$ cat config.mk
export PLATFORM = sky130hd
export DESIGN_NAME = csp_port
export DESIGN_NICKNAME = d
export VERILOG_FILES = /design/src/design/csp_pkg.sv /design/src/design/csp_port.sv /design/src/design/csp_tick_gen.sv
export SDC_FILE = /design/constraint.sdc
export NUM_CORES = 1
export LEC_CHECK = 0
export BUFFER_PORTS_ARGS = -buffer_cell sky130_fd_sc_hd__buf_2
export CORE_MARGIN = 2
export CORE_UTILIZATION = 48
export DETAILED_ROUTE_END_ITERATION = 10
export GPL_TIMING_DRIVEN = 0
export HOLD_SLACK_MARGIN = 0.05
export PLACE_DENSITY = 0.79
export SYNTH_ARGS = -nofsm -noshare
export SYNTH_HDL_FRONTEND = slang
export SYNTH_HIERARCHICAL = 1
export SYNTH_SLANG_ARGS = --single-unit
$ cat constraint.sdc
create_clock -name aclk -period 3.5 [get_ports aclk]
set_input_delay 0.7 -clock aclk [delete_from_list [all_inputs] [get_ports aclk]]
set_output_delay 0.7 -clock aclk [all_outputs]
set_load 0.02 [all_outputs]
$ cat src/design/csp_pkg.sv
package csp_pkg;

   // Bus geometry
   localparam int unsigned ADDR_W = 8;
   localparam int unsigned DATA_W = 32;

   // Register indices, byte address is four times the low index bits
   localparam logic [31:0] MODE_REG_IDX = 32'hfffffd20;
   localparam logic [31:0] CLKSEL_REG_IDX = 32'hfffffd21;
   localparam logic [31:0] TXBUF_REG_IDX = 32'hfffffd24;
   localparam logic [31:0] SHIFT_REG_IDX = 32'hfffffd28;

   // Byte address from an index
   function automatic logic [ADDR_W-1:0] byte_addr(input logic [31:0] idx);
      byte_addr = {idx[5:0], 2'b00};
   endfunction

   // Mode register fields
   localparam int unsigned MODE_EN_BIT = 7;
   localparam int unsigned MODE_TRMD_BIT = 6;
   localparam int unsigned MODE_DIRC_BIT = 4;
   localparam int unsigned MODE_BUSY_BIT = 0;

   // Clock select fields
   localparam int unsigned CLK_CKP_BIT = 4;
   localparam int unsigned CLK_DAP_BIT = 3;
   localparam int unsigned CLK_CKS_LSB = 0;
   localparam int unsigned CLK_CKS_W = 3;

   // Reset values
   localparam logic [7:0] MODE_RESET = 8'h00;
   localparam logic [7:0] CLKSEL_RESET = 8'h00;
   localparam logic [7:0] TXBUF_RESET = 8'h00;
   localparam logic [7:0] SHIFT_RESET = 8'h00;

   // Clock source codes
   localparam logic [2:0] CKS_BAUD = 3'h0;
   localparam logic [2:0] CKS_PLL1 = 3'h1;
   localparam logic [2:0] CKS_PLL0 = 3'h2;
   localparam logic [2:0] CKS_DIV32 = 3'h3;
   localparam logic [2:0] CKS_DIV64 = 3'h4;
   localparam logic [2:0] CKS_DIV128 = 3'h5;
   localparam logic [2:0] CKS_DIV512 = 3'h6;
   localparam logic [2:0] CKS_EXT = 3'h7;

   // Peripheral clock ratios and half-period masks
   localparam int unsigned DIV32 = 32;
   localparam int unsigned DIV64 = 64;
   localparam int unsigned DIV128 = 128;
   localparam int unsigned DIV512 = 512;
   localparam logic [7:0] MASK32 = 8'(DIV32 / 2 - 1);
   localparam logic [7:0] MASK64 = 8'(DIV64 / 2 - 1);
   localparam logic [7:0] MASK128 = 8'(DIV128 / 2 - 1);
   localparam logic [7:0] MASK512 = 8'(DIV512 / 2 - 1);

   // Bits per transfer
   localparam logic [3:0] BITS_PER_XFER = 4'h8;

   // AXI responses
   localparam logic [1:0] RESP_OKAY = 2'h0;
   localparam logic [1:0] RESP_SLVERR = 2'h2;

   typedef struct packed {
      logic en;
      logic trmd;
      logic dirc;
   } csp_mode_t;

   typedef struct packed {
      logic ckp;
      logic dap;
      logic [CLK_CKS_W-1:0] cks;
   } csp_clksel_t;

endpackage

$ cat src/design/csp_port.sv
`timescale 1ns/100ps
module csp_port (
   input wire logic aclk,
   input wire logic aresetn,
   input wire logic [csp_pkg::ADDR_W-1:0] s_axi_awaddr,
   input wire logic s_axi_awvalid,
   output logic s_axi_awready,
   input wire logic [csp_pkg::DATA_W-1:0] s_axi_wdata,
   input wire logic [3:0] s_axi_wstrb,
   input wire logic s_axi_wvalid,
   output logic s_axi_wready,
   output logic [1:0] s_axi_bresp,
   output logic s_axi_bvalid,
   input wire logic s_axi_bready,
   input wire logic [csp_pkg::ADDR_W-1:0] s_axi_araddr,
   input wire logic s_axi_arvalid,
   output logic s_axi_arready,
   output logic [csp_pkg::DATA_W-1:0] s_axi_rdata,
   output logic [1:0] s_axi_rresp,
   output logic s_axi_rvalid,
   input wire logic s_axi_rready,
   input wire logic serial_clock_pin_i,
   output logic serial_clock_pin_o,
   output logic serial_clock_pin_oe,
   output logic serial_data_out_pin,
   input wire logic serial_data_in_pin,
   input wire logic baud_rate_source,
   input wire logic pll_serial_clock_zero,
   input wire logic pll_serial_clock_one,
   output logic transfer_done_irq
);
   localparam logic [csp_pkg::ADDR_W-1:0] A_MODE = csp_pkg::byte_addr(csp_pkg::MODE_REG_IDX);
   localparam logic [csp_pkg::ADDR_W-1:0] A_CLK = csp_pkg::byte_addr(csp_pkg::CLKSEL_REG_IDX);
   localparam logic [csp_pkg::ADDR_W-1:0] A_TX = csp_pkg::byte_addr(csp_pkg::TXBUF_REG_IDX);
   localparam logic [csp_pkg::ADDR_W-1:0] A_SR = csp_pkg::byte_addr(csp_pkg::SHIFT_REG_IDX);

   csp_pkg::csp_mode_t mode_q;
   csp_pkg::csp_clksel_t clk_q;
   logic [7:0] txbuf_q;
   logic [7:0] sr_q;
   logic [3:0] cnt_q;
   logic busy_q;
   logic phase_q;
   logic done_q;
   logic so_q;
   logic sck_q;
   logic sck_oe_q;
   logic awready_q;
   logic wready_q;
   logic aw_hold_q;
   logic w_hold_q;
   logic bvalid_q;
   logic [1:0] bresp_q;
   logic arready_q;
   logic rvalid_q;
   logic [1:0] rresp_q;
   logic [31:0] rdata_q;
   logic [csp_pkg::ADDR_W-1:0] aw_addr_q;
   logic [7:0] w_data_q;
   logic w_lane0_q;
   logic sck_s1_q;
   logic sck_s2_q;
   logic sck_s3_q;
   logic si_s1_q;
   logic si_s2_q;

   // Bus handshakes and decode
   wire aw_hs = s_axi_awvalid && awready_q;
   wire w_hs = s_axi_wvalid && wready_q;
   wire ar_hs = s_axi_arvalid && arready_q;
   wire wr_fire = aw_hold_q && w_hold_q && !bvalid_q;
   wire wr_go = wr_fire && w_lane0_q;
   wire wsel_mode = aw_addr_q == A_MODE;
   wire wsel_clk = aw_addr_q == A_CLK;
   wire wsel_tx = aw_addr_q == A_TX;
   wire wsel_sr = aw_addr_q == A_SR;
   wire wsel_ok = wsel_mode || wsel_clk || wsel_tx || wsel_sr;
   wire rsel_sr = s_axi_araddr == A_SR;

   // Transfer starts
   wire idle_en = mode_q.en && !busy_q;
   wire start_tx = wr_go && wsel_tx && idle_en && mode_q.trmd;
   wire start_rx = ar_hs && rsel_sr && idle_en && !mode_q.trmd;
   wire start = start_tx || start_rx;
   wire [7:0] load_w = start_tx ? w_data_q : sr_q;

   // Serial clock source and edges
   wire slave = clk_q.cks == csp_pkg::CKS_EXT;
   wire idle_lvl = !clk_q.ckp || slave;
   wire tick;
   wire sck_edge = sck_s2_q != sck_s3_q;
   wire lead_ev = busy_q && (slave ? (sck_edge && sck_s2_q == clk_q.ckp) : (tick && !phase_q));
   wire trail_ev = busy_q && (slave ? (sck_edge && sck_s2_q != clk_q.ckp) : (tick && phase_q));
   wire sample_ev = clk_q.dap ? lead_ev : trail_ev;
   wire launch_ev = clk_q.dap ? trail_ev : lead_ev;
   wire [3:0] cnt_n = cnt_q + {3'h0, sample_ev};
   wire end_ev = trail_ev && cnt_n == csp_pkg::BITS_PER_XFER;

   function automatic logic out_bit(input logic [7:0] v, input logic lsb_first);
      out_bit = lsb_first ? v[0] : v[7];
   endfunction

   function automatic logic [7:0] shift_in(input logic [7:0] v, input logic b,
                                          input logic lsb_first);
      shift_in = lsb_first ? {b, v[7:1]} : {v[6:0], b};
   endfunction

   // Read data selection
   logic [31:0] rd_w;
   logic rd_ok;
   always_comb begin
      rd_w = 32'h0000_0000;
      rd_ok = 1'b1;
      if (s_axi_araddr == A_MODE) begin
         rd_w[csp_pkg::MODE_EN_BIT] = mode_q.en;
         rd_w[csp_pkg::MODE_TRMD_BIT] = mode_q.trmd;
         rd_w[csp_pkg::MODE_DIRC_BIT] = mode_q.dirc;
         rd_w[csp_pkg::MODE_BUSY_BIT] = busy_q;
      end else if (s_axi_araddr == A_CLK) begin
         rd_w[csp_pkg::CLK_CKP_BIT] = clk_q.ckp;
         rd_w[csp_pkg::CLK_DAP_BIT] = clk_q.dap;
         rd_w[csp_pkg::CLK_CKS_LSB +: csp_pkg::CLK_CKS_W] = clk_q.cks;
      end else if (s_axi_araddr == A_TX) begin
         rd_w[7:0] = txbuf_q;
      end else if (rsel_sr) begin
         rd_w[7:0] = sr_q;
      end else begin
         rd_ok = 1'b0;
      end
   end

   // Next data-out level
   logic so_d;
   always_comb begin
      so_d = so_q;
      if (!mode_q.trmd) begin
         so_d = 1'b0;
      end else if (!mode_q.en) begin
         so_d = clk_q.dap ? out_bit(txbuf_q, mode_q.dirc) : 1'b0;
      end else if (start_tx) begin
         so_d = clk_q.dap ? out_bit(w_data_q, mode_q.dirc) : so_q;
      end else if (launch_ev && !end_ev) begin
         so_d = out_bit(sr_q, mode_q.dirc);
      end
   end

   // Next clock-out level
   logic sck_d;
   always_comb begin
      sck_d = idle_lvl;
      if (busy_q && !slave) begin
         sck_d = lead_ev ? !idle_lvl : (trail_ev ? idle_lvl : sck_q);
      end
   end

   csp_tick_gen u_tick (
      .aclk(aclk),
      .aresetn(aresetn),
      .restart(start),
      .cks(clk_q.cks),
      .baud_i(baud_rate_source),
      .pll0_i(pll_serial_clock_zero),
      .pll1_i(pll_serial_clock_one),
      .tick(tick)
   );

   // Pin synchronisers
   always_ff @(posedge aclk) begin
      if (!aresetn) begin
         sck_s1_q <= 1'b1;
         sck_s2_q <= 1'b1;
         sck_s3_q <= 1'b1;
         si_s1_q <= 1'b0;
         si_s2_q <= 1'b0;
      end else begin
         sck_s1_q <= serial_clock_pin_i;
         sck_s2_q <= sck_s1_q;
         sck_s3_q <= sck_s2_q;
         si_s1_q <= serial_data_in_pin;
         si_s2_q <= si_s1_q;
      end
   end

   // Write channel acceptance and response
   always_ff @(posedge aclk) begin
      if (!aresetn) begin
         awready_q <= 1'b1;
         wready_q <= 1'b1;
         aw_hold_q <= 1'b0;
         w_hold_q <= 1'b0;
         bvalid_q <= 1'b0;
         bresp_q <= csp_pkg::RESP_OKAY;
         aw_addr_q <= '0;
         w_data_q <= 8'h00;
         w_lane0_q <= 1'b0;
      end else begin
         if (aw_hs) begin
            aw_hold_q <= 1'b1;
            awready_q <= 1'b0;
            aw_addr_q <= s_axi_awaddr;
         end
         if (w_hs) begin
            w_hold_q <= 1'b1;
            wready_q <= 1'b0;
            w_data_q <= s_axi_wdata[7:0];
            w_lane0_q <= s_axi_wstrb[0];
         end
         if (wr_fire) begin
            aw_hold_q <= 1'b0;
            w_hold_q <= 1'b0;
            bvalid_q <= 1'b1;
            bresp_q <= wsel_ok ? csp_pkg::RESP_OKAY : csp_pkg::RESP_SLVERR;
         end
         if (bvalid_q && s_axi_bready) begin
            bvalid_q <= 1'b0;
            awready_q <= 1'b1;
            wready_q <= 1'b1;
         end
      end
   end

   // Read channel
   always_ff @(posedge aclk) begin
      if (!aresetn) begin
         arready_q <= 1'b1;
         rvalid_q <= 1'b0;
         rresp_q <= csp_pkg::RESP_OKAY;
         rdata_q <= 32'h0000_0000;
      end else if (ar_hs) begin
         arready_q <= 1'b0;
         rvalid_q <= 1'b1;
         rdata_q <= rd_w;
         rresp_q <= rd_ok ? csp_pkg::RESP_OKAY : csp_pkg::RESP_SLVERR;
      end else if (rvalid_q && s_axi_rready) begin
         rvalid_q <= 1'b0;
         arready_q <= 1'b1;
      end
   end

   // Software-written registers; shift register is not writable
   always_ff @(posedge aclk) begin
      if (!aresetn) begin
         mode_q <= csp_pkg::csp_mode_t'(3'h0);
         clk_q <= csp_pkg::csp_clksel_t'(5'h00);
         txbuf_q <= csp_pkg::TXBUF_RESET;
      end else if (wr_go) begin
         if (wsel_mode) begin
            mode_q.en <= w_data_q[csp_pkg::MODE_EN_BIT];
            mode_q.trmd <= w_data_q[csp_pkg::MODE_TRMD_BIT];
            mode_q.dirc <= w_data_q[csp_pkg::MODE_DIRC_BIT];
         end
         if (wsel_clk) begin
            clk_q.ckp <= w_data_q[csp_pkg::CLK_CKP_BIT];
            clk_q.dap <= w_data_q[csp_pkg::CLK_DAP_BIT];
            clk_q.cks <= w_data_q[csp_pkg::CLK_CKS_LSB +: csp_pkg::CLK_CKS_W];
         end
         if (wsel_tx) begin
            txbuf_q <= w_data_q;
         end
      end
   end

   // Transfer engine; disabled port holds it cleared
   always_ff @(posedge aclk) begin
      if (!aresetn || !mode_q.en) begin
         busy_q <= 1'b0;
         sr_q <= csp_pkg::SHIFT_RESET;
         cnt_q <= 4'h0;
         phase_q <= 1'b0;
         done_q <= 1'b0;
      end else begin
         done_q <= end_ev;
         if (start) begin
            busy_q <= 1'b1;
            sr_q <= load_w;
            cnt_q <= 4'h0;
            phase_q <= 1'b0;
         end else if (busy_q) begin
            if (sample_ev) begin
               sr_q <= shift_in(sr_q, si_s2_q, mode_q.dirc);
            end
            cnt_q <= cnt_n;
            if (lead_ev) begin
               phase_q <= 1'b1;
            end else if (trail_ev) begin
               phase_q <= 1'b0;
            end
            if (end_ev) begin
               busy_q <= 1'b0;
            end
         end
      end
   end

   // Pin outputs
   always_ff @(posedge aclk) begin
      if (!aresetn) begin
         so_q <= 1'b0;
         sck_q <= 1'b1;
         sck_oe_q <= 1'b1;
      end else begin
         so_q <= so_d;
         sck_q <= sck_d;
         sck_oe_q <= !slave;
      end
   end

   assign s_axi_awready = awready_q;
   assign s_axi_wready = wready_q;
   assign s_axi_bvalid = bvalid_q;
   assign s_axi_bresp = bresp_q;
   assign s_axi_arready = arready_q;
   assign s_axi_rvalid = rvalid_q;
   assign s_axi_rresp = rresp_q;
   assign s_axi_rdata = rdata_q;
   assign serial_clock_pin_o = sck_q;
   assign serial_clock_pin_oe = sck_oe_q;
   assign serial_data_out_pin = so_q;
   assign transfer_done_irq = done_q;
endmodule

$ cat src/design/csp_tick_gen.sv
`timescale 1ns/100ps
// Half-period tick from the selected clock source
module csp_tick_gen (
   input wire logic aclk,
   input wire logic aresetn,
   input wire logic restart,
   input wire logic [2:0] cks,
   input wire logic baud_i,
   input wire logic pll0_i,
   input wire logic pll1_i,
   output logic tick
);
   logic [2:0] sync1_q;
   logic [2:0] sync2_q;
   logic [2:0] prev_q;
   logic [7:0] div_q;
   logic [2:0] edge_w;

   // Two-stage synchronisers, then edge history
   always_ff @(posedge aclk) begin
      if (!aresetn) begin
         sync1_q <= 3'h0;
         sync2_q <= 3'h0;
         prev_q <= 3'h0;
      end else begin
         sync1_q <= {pll1_i, pll0_i, baud_i};
         sync2_q <= sync1_q;
         prev_q <= sync2_q;
      end
   end

   // Free divider, realigned at each transfer start
   always_ff @(posedge aclk) begin
      if (!aresetn || restart) begin
         div_q <= 8'h00;
      end else begin
         div_q <= div_q + 8'h01;
      end
   end

   function automatic logic hit(input logic [7:0] cnt, input logic [7:0] mask);
      hit = (cnt & mask) == mask;
   endfunction

   // Any edge of an external source is one half period
   assign edge_w = sync2_q ^ prev_q;

   // Source selection
   always_comb begin
      tick = 1'b0;
      case (cks)
         csp_pkg::CKS_BAUD: tick = edge_w[0];
         csp_pkg::CKS_PLL0: tick = edge_w[1];
         csp_pkg::CKS_PLL1: tick = edge_w[2];
         csp_pkg::CKS_DIV32: tick = hit(div_q, csp_pkg::MASK32);
         csp_pkg::CKS_DIV64: tick = hit(div_q, csp_pkg::MASK64);
         csp_pkg::CKS_DIV128: tick = hit(div_q, csp_pkg::MASK128);
         csp_pkg::CKS_DIV512: tick = hit(div_q, csp_pkg::MASK512);
         default: tick = 1'b0;
      endcase
   end
endmodule

==> impl_results.md <==
* Status: complete, no violations
* Synth cell types at 56
* Final cell count without fillers at about 660
* CP Data Arrival Time at 3530 ps
* Post-synth top area cell: dfxtp_1
* Startpoint Class: flop
* Placed Instances at 644
* Synth top cells by count: dfxtp_1 (90), nand2_1 (49), nor2_1 (39)
* Mapped Avg Cell Area at about 9 um2
* Yosys top cell area share at between 40% and 50%
* CORE AREA at approximately 8300 um2
* TritonCTS clock tree: built
* H-Tree Depth at 3
* Clk slew on worst S/H paths at 90 ps
* CP delay by family, top: compound AO/OA/AOI/OAI gates
* Maximum root-to-sink buffer count at 2
* Worst-Margin Slew at around 570 ps
* Synthesized flop and latch total at 90
* Num ports at 109
* Yosys warnings at 6
* Hold_sp: sck_s1_q$_SDFF_PN1_
* Starting Density at between 40% and 50%
* Residual DRC at 0
* Routed vias/inst at 5.319
* Leakage power at 2.144 nW
* DP Worst Slack at -408.9 ps
* Register-to-Register Setup Slack at 240 ps
* Port buffer count at 54
* CP endpoint kind: flop
* Number of synthesized flops with an enable pin at 0
* First-pass iteration count of the detailed router at 5
* Largest net degree at the start of global routing at 20
* Psw at between 0.5 and 0.6 mW
* MaxCap Viol Count at 0
* Wirelength, routed at 9469 um
* Hold Fails Final Rpt at 0
* Register area share after synthesis at 43.50%
* Dpl hpwl at 6945 um
* Fin. max-slew vios at 0
* Total buffers and inverters traversed by the critical path at 2
* Sw Ratio at between 20% and 30%
* Detail Route Antenna Nets at 0
* Top post-synthesis cells by area: dfxtp_1 (44%), mux2i_1 (7.3%), buf_4 (4.7%)
* P_int at around 1.5 mW
* Final setup vio count at 0
* Post-synth ARST share at 0%
* Count leader, synth: dfxtp_1
* Total grt overflow at 0
* Initial drt markers at 197
* Final period utilization at between 90% and 100%
* Clock latency on the worst-skew pair at ~370 ps
* Clock buffer count from CTS at 9
* Minimum clock period at between 3000 and 4000 ps
* Die ar. at 9387 um2
* Pwr Density at roughly 420 nW/um2
* Die H at 96.89 um
* Critical Path Most Common Cell: ha_4
* Top_reg_cell synth: dfxtp_1
* Final core occ at 60.21%
* Gp weighted congestion at 0.9245
* Combinational family with the most area after synthesis: simple AND/OR/NAND/NOR gates
* Hold WS at 424.7 ps
* Vias in the first global route at 3318
* Wire per inst at around 14 um
* Proportion of synthesized area in mux cells at around 11%
* Root Buffer: clkbuf_8
* Critical path fanouts, max at 3
* CP Data Required Time at around 3800 ps
* Layout cells sized above 1 at 24.69%
* Cell breakdown of the critical path: ha_4 -> nand3_2 -> inv_2 -> ha_1 -> nand2_1 -> a32oi_2 -> nand3_2 -> o22ai_4 -> mux2i_4 -> inv_1 -> ha_4 -> ha_4 -> nor2_2 -> nor4bb_4 -> a41oi_2 -> mux2i_1 -> mux2i_1 -> a2111oi_2
* Fmax at 0.3065 GHz
* Part of the power in combinational logic at 9.3%
* Peak supply drop at between 0.3 and 0.4 mV
* Synth Area in XOR/XNOR at 2.115%
* Post-Syn Area at about 4100 um2
* Critical path origin: u_tick/div_q[1]$_SDFF_PP0_
* Synthesis-to-layout area growth at 20.66%
* Slew headroom at 61.84%
* R2r startpoint: u_tick/div_q[1]$_SDFF_PP0_
* Global-route wire length before repair at 15730 um
* Nets at between 600 and 700
* # diodes at 0
* Synth Area in Adders at 1.208%
* Antenna violations before repair at 0
* Crit path kind: reg2reg
* Compound-Gate Fraction of Synth Area at 13.14%
* RSZ-0062 raised after global routing: false
* Hold Path Class: reg2reg
* CP max stage delay at 380 ps
* Hold-fix buffers at CTS at 0
* Total track usage at 20.23%
* Total Negative Setup Slacks at 0 ps
* Clk_skew at ~12 ps
* Reg power frac at a little over half
* Clock network fraction of total power at a little under two fifths
* Synthesized instance count at 460
* Via count at 3532
* Site Rows at 33
* Final WS setup at approximately 240 ps
* CP max-delay cell: dfxtp_4
* Simple-gate portion of the synthesized area at a little over a fifth
* Die width at around 97 um
* Clock sinks at 90
power by group through the flow:
stage / registers (mW) / clock network (mW) / logic [mW]
finish: 1.09 / 0.794 / 0.194
CTS: 1.09 / 0.800 / 0.192
detailed placement: 1.11 / 0 / 0.190
global placement: 1.11 / 0 / 0.185
floorplan: 1.12 / 0 / 0.120
global route: 1.09 / 0.840 / 0.215
stage by stage:
stage | total power [mW] | instance area (um2)
after global routing | 2.148 | 4997
final | 2.076 | 4997
after global placement | 1.293 | 4637
after detailed placement | 1.300 | 4637
after floorplan | 1.237 | 4235
after CTS | 2.078 | 4922
registers in the layout, summed over array words and instances, names as in the netlist, 3 cells and up:
name and flops:
aw_addr_q 8, s_axi_rdata 8, sr_q 8, txbuf_q 8, u_tick/div_q 8, w_data_q 8, clk_q 5, cnt_q 4
mode_q 3, u_tick/prev_q 3, u_tick/sync1_q 3, u_tick/sync2_q 3
final timing paths:
path                                       to  depth (start not counted)
min                       sck_s2_q$_SDFF_PN1_                          1
max reg2reg  serial_data_out_pin$_SDFFE_PN0P_                         18
min reg2reg               sck_s2_q$_SDFF_PN1_                          1
max          serial_data_out_pin$_SDFFE_PN0P_                         18
cells by family (layout without fill, tap and decap cells):
group,count (synthesis),after routing
compound gates,85,85
xor+xnor,10,10
fa+ha+maj,4,4
buf+inv,57,131
flops,90,90
mux,42,42
other cells,1,26
simple gates,171,171
layout by cell type, fill, tap and decap left out, drive strengths merged, types with 2 or more instances in the layout:
cell	n
and2	15
buf	87
o22ai	2
o21ai	19
ha	4
a221oi	4
nand4	5
xnor2	2
a31oi	2
nand3	25
inv	16
or3	4
mux2	11
nor3	2
clkinv	2
xor2	8
a21oi	36
nand2	49
a21o	8
nor2b	3
nor2	39
conb	26
and3	3
nor4	5
clkbuf	24
nand3b	3
dfxtp	90
a222oi	5
nand2b	9
nor3b	2
mux2i	31
bufinv	2
metal layers:
metal	share of wire [%]	global-route usage [%]	wire length, um
met5	0	0	0
met4	1.8	6.392	172
met3	5.9	3.613	557
met2	48	34.51	4533
met1	44	25.98	4206
area by class of cell:
| type | instances | area [um2] |
|---|---|---|
| plain buffers | 44 | 280.3 |
| clock buffers | 9 | 123.9 |
| clock inverters | 7 | 100.1 |
| fillers | 709 | 3302 |
| inverters | 13 | 48.80 |
| multi-input cells | 338 | 2202 |
| flip-flops and latches | 90 | 1810 |
| well taps | 105 | 131.4 |
| repair buffers | 58 | 300.3 |
worst register-to-register path, cell delays in order, from the launching register on:
cell       delay (ps)
dfxtp_4           380
ha_4              140
nand3_2           100
inv_2              90
ha_1              150
nand2_1            60
a32oi_2           270
nand3_2           150
o22ai_4           220
mux2i_4           100
inv_1             100
ha_4              150
ha_4              200
nor2_2            150
nor4bb_4          230
a41oi_2            70
mux2i_1           230
mux2i_1           120
a2111oi_2         270
timing repair:
action | in CTS | in global routing
endpoints found under the setup margin | 3 | 2
pin swaps | 4 | 6
resized for setup | 8 | 13
setup buffers | 3 | 1
Note: power is estimated with default switching activity, not from simulation.
